[config.mk]
export PLATFORM = sky130hd
export DESIGN_NAME = color_prox_result_readout
export DESIGN_NICKNAME = d
export VERILOG_FILES = /design/src/rtl/result_pkg.sv /design/src/rtl/reg_read_if.sv /design/src/rtl/result_regs.sv /design/src/rtl/color_prox_result_readout.sv
export SDC_FILE = /design/constraint.sdc
export NUM_CORES = 1
export LEC_CHECK = 0
export BUFFER_PORTS_ARGS = -buffer_cell sky130_fd_sc_hd__buf_2
export CAP_MARGIN = 20
export CORE_ASPECT_RATIO = 0.75
export CORE_MARGIN = 1.5
export CORE_UTILIZATION = 55
export CTS_BUF_LIST = sky130_fd_sc_hd__clkbuf_4
export CTS_CLUSTER_DIAMETER = 30
export DETAILED_ROUTE_END_ITERATION = 7
export PLACE_DENSITY = 0.8
export SETUP_SLACK_MARGIN = 0.4
export SLEW_MARGIN = 20
export SYNTH_ARGS = -nofsm -noshare
export SYNTH_HDL_FRONTEND = slang
export SYNTH_SLANG_ARGS = --single-unit
[constraint.sdc]
create_clock -name CLK -period 3.6 [get_ports CLK]
set_input_delay 0.54 -clock CLK [delete_from_list [all_inputs] [get_ports CLK]]
set_output_delay 0.54 -clock CLK [all_outputs]
set_load 0.005 [all_outputs]
[src/rtl/result_pkg.sv]
// Constants shared by the result readout block: register map, status bit
// positions, reset values and the target bus address.
// Assumes a single 100 MHz clock domain with synchronous active-high reset.
package result_pkg;

   // ***************************************************************
   // Register offsets
   // ***************************************************************
   localparam logic [7:0] ADDR_DEVICE_STATUS = 8'h13;
   localparam logic [7:0] ADDR_CLEAR_LOW = 8'h14;
   localparam logic [7:0] ADDR_CLEAR_HIGH = 8'h15;
   localparam logic [7:0] ADDR_RED_LOW = 8'h16;
   localparam logic [7:0] ADDR_RED_HIGH = 8'h17;
   localparam logic [7:0] ADDR_GREEN_LOW = 8'h18;
   localparam logic [7:0] ADDR_GREEN_HIGH = 8'h19;
   localparam logic [7:0] ADDR_BLUE_LOW = 8'h1A;
   localparam logic [7:0] ADDR_BLUE_HIGH = 8'h1B;
   localparam logic [7:0] ADDR_NEAR_LOW = 8'h1C;
   localparam logic [7:0] ADDR_NEAR_HIGH = 8'h1D;

   // Channel order: clear, red, green, blue, near
   localparam int CHANNELS = 5;
   localparam logic [7:0] RESULT_LOW_ADDR [0:CHANNELS-1] = '{
      ADDR_CLEAR_LOW, ADDR_RED_LOW, ADDR_GREEN_LOW, ADDR_BLUE_LOW, ADDR_NEAR_LOW};
   localparam logic [7:0] RESULT_HIGH_ADDR [0:CHANNELS-1] = '{
      ADDR_CLEAR_HIGH, ADDR_RED_HIGH, ADDR_GREEN_HIGH, ADDR_BLUE_HIGH, ADDR_NEAR_HIGH};

   // ***************************************************************
   // Status fields and reset values
   // ***************************************************************
   localparam int BIT_NEAR_IRQ_FLAG = 5;
   localparam int BIT_CLEAR_CHAN_IRQ_FLAG = 4;
   localparam int BIT_NEAR_CYCLE_DONE = 1;
   localparam int BIT_COLOR_CYCLE_DONE = 0;
   localparam logic [7:0] STATUS_RESET = 8'h00;
   localparam logic [7:0] SHADOW_RESET = 8'h00;
   localparam logic [7:0] UNMAPPED_DATA = 8'h00;

   // ***************************************************************
   // Serial target port
   // ***************************************************************
   // Arbitrary target address
   localparam logic [6:0] TARGET_ADDR = 7'h2A;
   localparam int CMD_ADDR_MSB = 4;
   localparam logic [3:0] BITS_PER_BYTE = 4'h8;

endpackage : result_pkg

[src/rtl/reg_read_if.sv]
// Read port between the serial target and the result register file.
// Assumes both ends share one clock; strobe is a one-cycle pulse.
`timescale 1ns/100ps
interface reg_read_if;
   logic strobe;
   logic [7:0] addr;
   logic [7:0] data;

   modport ctrl (output strobe, output addr, input data);
   modport regs (input strobe, input addr, output data);
endinterface : reg_read_if

[src/rtl/result_regs.sv]
// Result register file: status byte, five 16-bit results and their
// high-byte shadow copies. Assumes results come from logic on the same clock.
`timescale 1ns/100ps
module result_regs (
   // Clock and reset
   input wire logic clk,
   input wire logic reset,
   // Read port
   reg_read_if.regs rd,
   // Block state
   input wire logic [7:0] status,
   input wire logic [result_pkg::CHANNELS-1:0][15:0] result
);

   logic [result_pkg::CHANNELS-1:0][7:0] lane_data;
   logic [result_pkg::CHANNELS-1:0] lane_hit;

   // ***************************************************************
   // Per-channel shadow and read lane
   // ***************************************************************
   genvar i;
   generate
      for (i = 0; i < result_pkg::CHANNELS; i++) begin : g_chan
         logic [7:0] shadow_ff;
         logic low_hit;
         logic high_hit;
         assign low_hit = (rd.addr == result_pkg::RESULT_LOW_ADDR[i]);
         assign high_hit = (rd.addr == result_pkg::RESULT_HIGH_ADDR[i]);
         // Upper byte frozen at the low-byte read
         always_ff @(posedge clk) begin // see see
            if (reset) begin
               shadow_ff <= result_pkg::SHADOW_RESET;
            end else if (rd.strobe && low_hit) begin
               shadow_ff <= result[i][15:8];
            end
         end
         assign lane_hit[i] = low_hit | high_hit;
         // High byte returns the shadow, never the live value
         assign lane_data[i] = low_hit ? result[i][7:0] : shadow_ff; // see
      end
   endgenerate

   // ***************************************************************
   // Read multiplexer
   // ***************************************************************
   always_comb begin // see
      rd.data = result_pkg::UNMAPPED_DATA;
      if (rd.addr == result_pkg::ADDR_DEVICE_STATUS) begin
         rd.data = status;
      end
      for (int k = 0; k < result_pkg::CHANNELS; k++) begin
         if (lane_hit[k]) begin
            rd.data = lane_data[k];
         end
      end
   end

endmodule // result_regs

[src/rtl/color_prox_result_readout.sv]
// Result readout section of a colour and proximity light sensor: status
// flags, result registers and the serial target port that reads them.
// Assumes SCL/SDA come from pins (open drain, external pull-up) and the
// measurement engine runs on CLK.
//
// Contract
// Status byte: bit5 near irq, bit4 clear irq, bits1:0 cycle done, rest zero.
// Status is read only, ignores writes, resets to all zeros.
// Bit 1 sets when a near cycle ends after enable; zero before.
// Bit 0 sets when a colour cycle ends after enable; zero before.
// Clear, red, green, blue results are 16-bit unsigned values.
// Colour results sit at 0x14..0x1B, clear red green blue, low first.
// Reading a low byte copies that channel's upper byte into a shadow.
// Reading the high byte returns the shadow, not the live value.
// High byte stays matched to the low byte despite later conversions.
// Near result is 16 bits with the same shadow capture.
// Near low byte at 0x1C, high byte at 0x1D.
// Host should read each word in one two-byte read, low first.
// One shadow per channel holds the latest low-read upper byte.
`timescale 1ns/100ps
module color_prox_result_readout (
   // Clock and reset
   input wire logic CLK,
   input wire logic RESET,
   // Serial target pins
   input wire logic SCL_IN,
   input wire logic SDA_IN,
   output logic SDA_OUT,
   output logic SDA_OE,
   // Measurement engine
   input wire logic COLOR_MEASURE_ENABLE,
   input wire logic NEAR_MEASURE_ENABLE,
   input wire logic COLOR_CYCLE_END,
   input wire logic NEAR_CYCLE_END,
   input wire logic NEAR_IRQ_FLAG,
   input wire logic CLEAR_CHAN_IRQ_FLAG,
   input wire logic [15:0] CLEAR_RESULT,
   input wire logic [15:0] RED_RESULT,
   input wire logic [15:0] GREEN_RESULT,
   input wire logic [15:0] BLUE_RESULT,
   input wire logic [15:0] NEAR_RESULT
);

   typedef enum logic [3:0] {
      ST_IDLE, ST_ADDR, ST_ACK_ADDR, ST_CMD, ST_ACK_CMD,
      ST_WSKIP, ST_ACK_W, ST_READ, ST_ACK_READ
   } target_state_t;

   target_state_t state_ff;
   logic scl_meta_ff, scl_sync_ff, scl_prev_ff;
   logic sda_meta_ff, sda_sync_ff, sda_prev_ff;
   logic scl_rise, scl_fall, bus_start, bus_stop;
   logic [3:0] bit_cnt_ff;
   logic [7:0] shift_ff;
   logic [7:0] tx_ff;
   logic [7:0] ptr_ff;
   logic rw_ff;
   logic oe_ff;
   logic nack_ff;
   logic color_done_ff, near_done_ff, near_irq_ff, clear_irq_ff;
   logic [7:0] status_byte;
   logic [result_pkg::CHANNELS-1:0][15:0] result_bus;
   logic load_byte;

   reg_read_if rd_bus ();

   // ***************************************************************
   // Pin synchronisers and bus conditions
   // ***************************************************************
   always_ff @(posedge CLK) begin
      if (RESET) begin
         scl_meta_ff <= 1'b1;
         scl_sync_ff <= 1'b1;
         scl_prev_ff <= 1'b1;
         sda_meta_ff <= 1'b1;
         sda_sync_ff <= 1'b1;
         sda_prev_ff <= 1'b1;
      end else begin
         scl_meta_ff <= SCL_IN;
         scl_sync_ff <= scl_meta_ff;
         scl_prev_ff <= scl_sync_ff;
         sda_meta_ff <= SDA_IN;
         sda_sync_ff <= sda_meta_ff;
         sda_prev_ff <= sda_sync_ff;
      end
   end

   assign scl_rise = scl_sync_ff & ~scl_prev_ff;
   assign scl_fall = ~scl_sync_ff & scl_prev_ff;
   assign bus_start = scl_sync_ff & scl_prev_ff & sda_prev_ff & ~sda_sync_ff;
   assign bus_stop = scl_sync_ff & scl_prev_ff & ~sda_prev_ff & sda_sync_ff;

   // ***************************************************************
   // Status flags
   // ***************************************************************
   // Cycle-done flags clear while the enable is low
   always_ff @(posedge CLK) begin
      if (RESET) begin
         color_done_ff <= 1'b0;
      end else if (!COLOR_MEASURE_ENABLE) begin
         color_done_ff <= 1'b0;
      end else if (COLOR_CYCLE_END) begin
         color_done_ff <= 1'b1;
      end
   end

   always_ff @(posedge CLK) begin
      if (RESET) begin
         near_done_ff <= 1'b0;
      end else if (!NEAR_MEASURE_ENABLE) begin
         near_done_ff <= 1'b0;
      end else if (NEAR_CYCLE_END) begin
         near_done_ff <= 1'b1;
      end
   end

   always_ff @(posedge CLK) begin
      if (RESET) begin
         near_irq_ff <= 1'b0;
         clear_irq_ff <= 1'b0;
      end else begin
         near_irq_ff <= NEAR_IRQ_FLAG;
         clear_irq_ff <= CLEAR_CHAN_IRQ_FLAG;
      end
   end

   always_comb begin // see
      status_byte = result_pkg::STATUS_RESET;
      status_byte[result_pkg::BIT_NEAR_IRQ_FLAG] = near_irq_ff;
      status_byte[result_pkg::BIT_CLEAR_CHAN_IRQ_FLAG] = clear_irq_ff;
      status_byte[result_pkg::BIT_NEAR_CYCLE_DONE] = near_done_ff;
      status_byte[result_pkg::BIT_COLOR_CYCLE_DONE] = color_done_ff;
   end

   // ***************************************************************
   // Register file
   // ***************************************************************
   assign result_bus = {NEAR_RESULT, BLUE_RESULT, GREEN_RESULT, RED_RESULT, CLEAR_RESULT};

   result_regs u_regs (
      .clk(CLK),
      .reset(RESET),
      .rd(rd_bus.regs),
      .status(status_byte),
      .result(result_bus)
   );

   // A byte is fetched on the SCL fall that starts each data byte of a read
   assign load_byte = scl_fall &&
      ((state_ff == ST_ACK_ADDR && rw_ff) || (state_ff == ST_ACK_READ && !nack_ff));
   assign rd_bus.strobe = load_byte;
   assign rd_bus.addr = ptr_ff;

   // ***************************************************************
   // Serial target state machine
   // ***************************************************************
   always_ff @(posedge CLK) begin
      if (RESET) begin
         state_ff <= ST_IDLE;
         bit_cnt_ff <= 4'h0;
         shift_ff <= 8'h00;
         tx_ff <= 8'h00;
         ptr_ff <= 8'h00;
         rw_ff <= 1'b0;
         oe_ff <= 1'b0;
         nack_ff <= 1'b0;
      end else if (bus_start) begin
         state_ff <= ST_ADDR;
         bit_cnt_ff <= 4'h0;
         oe_ff <= 1'b0;
      end else if (bus_stop) begin
         state_ff <= ST_IDLE;
         oe_ff <= 1'b0;
      end else if (scl_rise) begin
         case (state_ff)
            ST_ADDR, ST_CMD, ST_WSKIP, ST_READ: begin
               shift_ff <= {shift_ff[6:0], sda_sync_ff};
               bit_cnt_ff <= bit_cnt_ff + 4'h1;
            end
            ST_ACK_READ: begin
               nack_ff <= sda_sync_ff;
            end
            default: begin
            end
         endcase
      end else if (scl_fall) begin
         case (state_ff)
            ST_ADDR: begin
               if (bit_cnt_ff == result_pkg::BITS_PER_BYTE) begin
                  if (shift_ff[7:1] == result_pkg::TARGET_ADDR) begin
                     rw_ff <= shift_ff[0];
                     oe_ff <= 1'b1;
                     state_ff <= ST_ACK_ADDR;
                  end else begin
                     state_ff <= ST_IDLE;
                  end
               end
            end
            ST_ACK_ADDR, ST_ACK_READ: begin
               bit_cnt_ff <= 4'h0;
               if (load_byte) begin
                  tx_ff <= rd_bus.data;
                  oe_ff <= ~rd_bus.data[7];
                  ptr_ff <= ptr_ff + 8'h01;
                  state_ff <= ST_READ;
               end else if (state_ff == ST_ACK_ADDR) begin
                  oe_ff <= 1'b0;
                  state_ff <= ST_CMD;
               end else begin
                  oe_ff <= 1'b0;
                  state_ff <= ST_IDLE;
               end
            end
            ST_CMD: begin
               if (bit_cnt_ff == result_pkg::BITS_PER_BYTE) begin
                  ptr_ff <= {3'h0, shift_ff[result_pkg::CMD_ADDR_MSB:0]};
                  oe_ff <= 1'b1;
                  state_ff <= ST_ACK_CMD;
               end
            end
            ST_WSKIP: begin
               // Written data is acknowledged and dropped
               if (bit_cnt_ff == result_pkg::BITS_PER_BYTE) begin
                  oe_ff <= 1'b1;
                  state_ff <= ST_ACK_W;
               end
            end
            ST_ACK_CMD, ST_ACK_W: begin
               oe_ff <= 1'b0;
               bit_cnt_ff <= 4'h0;
               state_ff <= ST_WSKIP;
            end
            ST_READ: begin
               if (bit_cnt_ff == result_pkg::BITS_PER_BYTE) begin
                  oe_ff <= 1'b0;
                  nack_ff <= 1'b0;
                  state_ff <= ST_ACK_READ;
               end else begin
                  oe_ff <= ~tx_ff[3'(7 - bit_cnt_ff)];
               end
            end
            default: begin
               oe_ff <= 1'b0;
            end
         endcase
      end
   end

   // Open drain: only ever pulls low
   assign SDA_OUT = 1'b0;
   assign SDA_OE = oe_ff;

endmodule // color_prox_result_readout

==> reports/results.ini, run 1 <==
[placement]
port_buffers = 90
dpl_worst_slack_ns = 0.806
gp_congestion = 0.901
hpwl_mm = 9.81

[worst_setup_path]
critPathArrivalTime_ns = 3.24
cp-start-kind = flop
worstPathRequired_ns = 3.94
path_class = reg -> reg
path_max_fanout = 29
worst_setup_path_end_kind = flop

[floorplan]
dieHeight_um = 82.7
dieArea_sq_um = 9050
start_util_pct = 57.9
core-area_sq_um = 8060
die_x_um = 109
ios = 92
rows = 28

[routing]
drtPass1Iterations = 5
drt_first_iter_violations = 402
drc_errors = 0
wl_per_cell_um = 17.5
totalWireLength_mm = 13.0
vias_per_cell = 5.99
ant_nets = 0
via_count = 4459

[pwr]
leakagePower_nw = 2.09
power_density_nw_per_um2 = 307
total_power_mw = 1.63
peakVddDrop_mv = 0.204

[clock_network]
clk_pin_slew_ns = 0.15
clkSinkCount = 85
cts_resized = 0
post_cts_buffers = 0
clk_latency_ns = 0.46
h-tree-depth = 3
cts_buffers = 9
root_buffer = clkbuf_4
cts_hold_buf = 0
cts_max_path_buffers = 2
cts_tree = yes

[layout]
area_growth_pct = 14.0
drive_gt1_share_pct = 21.6
nNetsFinal = 734
nFillCells = 728
diodes = 0

[synthesis]
syn_area_sq_um = 4660
syn-num-nets = 658
ys_ff_latch = 85
async_flop_share_pct = 0
synth_cells = 559
synth_ff_type = dfxtp_1
yosys_warnings = 0
synth_enable_flop_cells = 0
synth_cell_types = 62
syn_avg_cell_area_sq_um = 8.34
seq_area_frac_synth_pct = 36.5

[timing]
max_freq_ghz = 0.345
finalHoldViolCount = 0
finalWorstSetupSlack_ns = 0.698
fin_worst_skew_ns = 0.0162
holdWs_ns = 0.256
finalSetupTns_ns = 0
rsz0062_at_grt = false
setup_viol = 0
period_share_pct = 80.6
worst_pin_slew_ns = 1.02
period_needed_ns = 2.90
slew_viol_final = 0
max_slew_margin_pct = 32.0

[global_routing]
grt_usage_pct = 30.1
grt_pass1_wl_mm = 20.5
grt_start_max_net_pins = 30
grt_pass1_vias = 4123
overflow = 0
antenna_found_initial = 0

[status]
status = finished clean

[min_path]
hp-class = in -> reg

[flow_run]
cap_violations = 0

==> final timing paths <==
check,cells after the start,slack (ns),to,from
worst min register to register,1,0.44,sda_sync_ff$_SDFF_PP1_,sda_meta_ff$_SDFF_PP1_
worst max register to register,6,0.70,u_regs.g_chan[2].shadow_ff[0]$_SDFFE_PP0P_,ptr_ff[0]$_SDFFE_PP0P_
worst max-delay path,6,0.70,u_regs.g_chan[2].shadow_ff[0]$_SDFFE_PP0P_,ptr_ff[0]$_SDFFE_PP0P_
worst min-delay path,2,0.26,sda_meta_ff$_SDFF_PP1_,SDA_IN
==> report_power, final <==
| group | total (mW) | internal (mW) | switching, mW |
|---|---|---|---|
| logic | 0.105 | 0.0515 | 0.0531 |
| clock network | 0.577 | 0.221 | 0.356 |
| registers | 0.952 | 0.947 | 0.00549 |
| total | 1.63 | 1.22 | 0.415 |
==> logic make-up after synthesis <==
group | after synthesis | synth area share, %
muxes | 65 | 14.6
xor gates and xnor gates | 2 | 0.376
buffers and inverters | 43 | 3.62
and+or+nand+nor | 225 | 24.4
DFF | 85 | 36.5
adders and majority gates | 9 | 2.41
AOI/OAI and AO/OA | 129 | 18.0
other | 1 | 0.0804
==> cells in the mapped netlist (all sizes together) (4+ instances only) <==
cell    number  area [sq um]
or3          5          31.3
a31oi        9          56.3
o21ai       33           165
nand3b       8          60.1
nor2b        6          37.5
nor3        13          98.9
dfxtp       85          1700
a21oi       32           164
nand3       20           100
mux2i       58           581
and3         7          43.8
and2         6          37.5
nand2b       7          43.8
clkbuf      27           101
nand2       46           173
or2          6          37.5
mux2         5          56.3
o21a         6          45.0
a211oi       5          37.5
inv         11          41.3
nor3b        6          45.0
ha           9           113
o22ai        6          37.5
nor2        82           308
buf          4          22.5
==> placed cells by master, fill, tap and decap left out, types with 5 or more instances in the layout <==
master     n
o21ai_0   32
dfxtp_1   85
ha_1       9
or2_2      5
nand3b_1   8
nand2b_1   7
and2_1     6
buf_2     90
a21oi_1   31
nor2_1    82
clkbuf_4   9
o22ai_1    6
nand2_1   46
nor3b_1    6
o21a_1     6
mux2_2     5
nand3_1   20
buf_4      6
a211oi_1   5
nor3_1    10
or3_1      5
a31oi_1    9
nor2b_1    6
and3_1     7
inv_1     11
mux2i_1   58
==> state kept, by name, summed over array words and instances, names as in the netlist, 4 cells and up <==
signal / flops
state_ff: 4
bit_cnt_ff: 4
u_regs.g_chan.shadow_ff: 40
ptr_ff: 8
shift_ff: 8
tx_ff: 8
==> per-stage QoR <==
stage / area (sq um) / instances / util (%)
after global placement: 5170 / 729 / 64.1
final: 5320 / 745 / 66.0
after global routing: 5320 / 745 / 66.0
after CTS: 5320 / 745 / 66.0
after detailed placement: 5170 / 729 / 64.1
after floorplan: 4660 / 559 / -
==> worst max-delay path: stages (launching register included) <==
cell and delay [ns]:
dfxtp_1 0.39, inv_1 0.13, ha_1 0.81, clkinv_1 0.52, nor3_4 0.59, mux2i_1 0.28, nor2_1 0.05
==> area by class of cell <==
| type | instances | area, sq um | share of cell area (%) |
|---|---|---|---|
| clock buffers | 9 | 67.6 | 1.27 |
| inverters | 12 | 45.0 | 0.847 |
| multi-input cells | 431 | 2790 | 52.5 |
| repair buffers | 96 | 495 | 9.32 |
| clock inverters | 7 | 82.6 | 1.55 |
| flip-flops and latches | 85 | 1700 | 32.0 |
| well taps | 105 | 131 | 2.47 |
==> layer usage <==
metal | track usage (%) | wire length, um | up-vias
met5 | 0 | 0 | -
met4 | 7.79 | 127 | 0
met3 | 7.85 | 1260 | 14
met2 | 47.5 | 5710 | 224
met1 | 41.1 | 5950 | 2061
li1 | - | - | 2160
Note: power is estimated with default switching activity, not from simulation.
==> inputs of run 2 (changes only) <==
--- a/config.mk
+++ b/config.mk
@@ -5,6 +5,7 @@
 export SDC_FILE = /design/constraint.sdc
 export NUM_CORES = 1
 export LEC_CHECK = 0
+export ABC_AREA = 1
 export BUFFER_PORTS_ARGS = -buffer_cell sky130_fd_sc_hd__buf_2
 export CAP_MARGIN = 20
 export CORE_ASPECT_RATIO = 0.75
==> constraint.sdc (replaced) <==
create_clock -name CLK -period 2.9 [get_ports CLK]
set_input_delay 0.435 -clock CLK [delete_from_list [all_inputs] [get_ports CLK]]
set_output_delay 0.435 -clock CLK [all_outputs]
set_load 0.005 [all_outputs]
==> run 2 against run 1 <==
Effect of this change: setup slack worse by 0.018 ns; area after synthesis decreased by 0.94%; combinational power grew 31%; sequential share of layout area rose by 0.59 points; utilization is 0.91 points lower; non-clock buffer count is 4 lower; final cell count grew 14%; clock power rose by 26%; critical endpoint is now u_regs.g_chan[3].shadow_ff[7]$_SDFFE_PP0P_; routed wire length shrank 8.8%; worst hold slack worse by 0.097 ns; flip-flop and latch count unchanged; count of clock-buffer cells in the layout unchanged.
==> reports/results.ini, run 2 <==
[synthesis]
synth-xor-area-share_pct = 0.569  ; +0.19 points
syn-num-nets = 764  ; +16%
ys_ff_latch = 85  ; unchanged
seq_area_frac_synth_pct = 36.8  ; +0.35 points
synth_compound_area_share_pct = 23.9  ; +5.9 points
synth_top_family_by_area = simple AND/OR/NAND/NOR gates
synth-simple-area-share_pct = 25.4  ; +1.0 points
syn_avg_cell_area_sq_um = 6.95  ; -17%
synth.most_common_cell = nand2_1
yosys_warnings = 0  ; unchanged
synth_common_cells = 104 x nand2_1, 90 x inv_1, 85 x dfxtp_1, 82 x o21ai_0, 78 x a21oi_1
synth_ff_type = dfxtp_1
yosysTopAreaCell = dfxtp_1
async_flop_share_pct = 0  ; unchanged
synth_cells = 665  ; +19%
synthTopCellsByArea = dfxtp_1 37%, o21ai_0 8.9%, a21oi_1 8.5%
synth_enable_flop_cells = 0  ; unchanged
muxShareOfSynthArea_pct = 0  ; -15 points
synth-adder-area-share_pct = 2.44  ; +0.023 points
yosys.area.top_type_share_pct = 36.8  ; +0.35 points
syn_area_sq_um = 4620  ; -0.94%
synth_cell_types = 47  ; -24%

[routing]
totalWireLength_mm = 11.9  ; -8.8%
ant_nets = 0  ; unchanged
drt_first_iter_violations = 367  ; -8.7%
vias_per_cell = 5.41  ; -9.6%
drc_errors = 0  ; unchanged
drtPass1Iterations = 5  ; unchanged
via_count = 4598  ; +3.1%
wl_per_cell_um = 14.0  ; -20%

[clock_network]
h-tree-depth = 3  ; unchanged
cts_hold_buf = 0  ; unchanged
clk_pin_slew_ns = 0.13  ; -0.02 ns
clk_latency_ns = 0.45  ; about the same
cts_max_path_buffers = 2  ; unchanged
cts_buffers = 9  ; unchanged
cts_resized = 0  ; unchanged
root_buffer = clkbuf_4
post_cts_buffers = 0  ; unchanged
cts_tree = yes
clkSinkCount = 85  ; unchanged

[floorplan]
start_util_pct = 57.6  ; -0.29 points
core-area_sq_um = 8020  ; -0.43%
rows = 28  ; unchanged
dieArea_sq_um = 8960  ; -0.91%
dieHeight_um = 82.4  ; -0.45%
ios = 92  ; unchanged
die_x_um = 109  ; -0.46%

[timing]
max_slew_margin_pct = 62.9  ; +31 points
period_share_pct = 76.6  ; -4.0 points
worst_pin_slew_ns = 0.556  ; -0.464 ns
setup_viol = 0  ; unchanged
finalSetupTns_ns = 0  ; unchanged
finalHoldViolCount = 0  ; unchanged
slew_viol_final = 0  ; unchanged
holdWs_ns = 0.159  ; -0.0968 ns
rsz0062_at_grt = false
fin_worst_skew_ns = 0.0136  ; -0.00258 ns
period_needed_ns = 2.22  ; -0.682 ns
max_freq_ghz = 0.450  ; +31%

[worst_setup_path]
path_max_fanout = 16  ; -45%
cp_slowest_cell = dfxtp_1
critical_path.top_delay_family = simple AND/OR/NAND/NOR gates
cp-start-kind = flop
crit_buf_inv = 1  ; -1
crit_chain = nand2_1 -> nor2_4 -> nand3_2 -> inv_1 -> nand2_1 -> o21ai_0 -> a21oi_1
worstPathRequired_ns = 3.23  ; -0.71 ns
critPathArrivalTime_ns = 2.55  ; -0.69 ns
cpMostUsedCell = nand2_1
rrSetupSlack_ns = 0.68  ; -0.02 ns
path_class = reg -> reg
worst_setup_path_end_kind = flop
max_stage_delay_ns = 0.41  ; -0.40 ns

[global_routing]
grt_start_max_net_pins = 29  ; -3.3%
grt_usage_pct = 27.7  ; -2.5 points
antenna_found_initial = 0  ; unchanged
grt_pass1_vias = 4153  ; +0.73%
grt_pass1_wl_mm = 19.1  ; -6.8%
overflow = 0  ; unchanged

[flow_run]
cap_violations = 0  ; unchanged

[layout]
final_common_cell = nand2_1
top_register = u_regs.g_chan.shadow_ff
mostFrequentLayoutCells = 104 x nand2_1, 90 x inv_1, 90 x buf_2, 85 x dfxtp_1, 82 x o21ai_0
drive_gt1_share_pct = 19.5  ; -2.1 points
nNetsFinal = 840  ; +14%
fin_area_sq_um = 5220  ; -1.8%
diodes = 0  ; unchanged
nFillCells = 734  ; +0.82%
largest_register_ff_count = 40  ; unchanged
area_growth_pct = 13.0

[placement]
hpwl_mm = 8.94  ; -8.8%
port_buffers = 90  ; unchanged
dpl_cell_area_sq_um = 5070  ; -1.8%
gp_congestion = 0.918  ; +1.9%

[min_path]
hp-class = in -> reg

[pwr]
leakagePower_nw = 2.19  ; +5.1%
peakVddDrop_mv = 0.323  ; +58%
power_density_nw_per_um2 = 393  ; +28%

[status]
status = finished clean

[run 2: path summary, 6_finish.rpt]
path                                        startpoint                                    endpoint  cells after the start
worst max register to register  ptr_ff[4]$_SDFFE_PP0P_  u_regs.g_chan[3].shadow_ff[7]$_SDFFE_PP0P_                      7
worst max-delay path            ptr_ff[4]$_SDFFE_PP0P_  u_regs.g_chan[3].shadow_ff[7]$_SDFFE_PP0P_                      7
worst min-delay path                            SDA_IN                      sda_meta_ff$_SDFF_PP1_                      2
worst min register to register  scl_meta_ff$_SDFF_PP1_                      scl_sync_ff$_SDFF_PP1_                      1
[run 2: layout make-up]
class | instances | area (sq um) | area share [%]
clock buffers | 9 | 67.6 | 1.29
well taps | 105 | 131 | 2.52
flip-flops and latches | 85 | 1700 | 32.6
multi-input cells | 460 | 2420 | 46.4
repair buffers | 92 | 465 | 8.92
inverters | 93 | 352 | 6.74
clock inverters | 6 | 78.8 | 1.51
[run 2: per-layer routing]
layer  track usage [%]  vias to the layer above  part of all wire [%]  wire length [um]
li1                  -                     2358                     -                 -
met1              37.6                     2031                    47              5640
met2              43.5                      188                    43              5090
met3              7.54                       21                   8.4               996
met4              7.63                        0                   1.4               167
met5                 0                        -                     0                 0
[run 2: logic make-up after synthesis]
| kind of cell | count (synthesis) |
|---|---|
| buffers and inverters | 120 |
| adder cells (fa/ha/maj) | 9 |
| other | 1 |
| XOR/XNOR | 3 |
| AND/OR/NAND/NOR | 245 |
| AO/OA/AOI/OAI | 202 |
| flip-flops | 85 |
[run 2: report_power, final]
group | total (mW) | internal [mW] | switching, mW
clock network | 0.729 | 0.337 | 0.392
registers | 1.18 | 1.18 | 0.00703
logic | 0.138 | 0.0649 | 0.0729
total | 2.05 | 1.58 | 0.472
[run 2: worst register-to-register path, cell delays in order (launching register included)]
cell and delay [ns]:
dfxtp_1 0.41, nand2_1 0.11, nor2_4 0.39, nand3_2 0.23
inv_1 0.30, nand2_1 0.30, o21ai_0 0.29, a21oi_1 0.07
[run 2: through the flow]
| stage | utilization, % | power [mW] | setup WS, ns | std cells |
|---|---|---|---|---|
| detailed placement | 63.2 | 1.34 | 0.764 | 835 |
| CTS | 65.1 | 2.06 | 0.719 | 850 |
| global route | 65.1 | 2.13 | 0.431 | 850 |
| floorplan | - | 1.27 | 1.15 | 665 |
| finish | 65.1 | 2.05 | 0.680 | 850 |
| global placement | 63.2 | 1.34 | 0.864 | 835 |
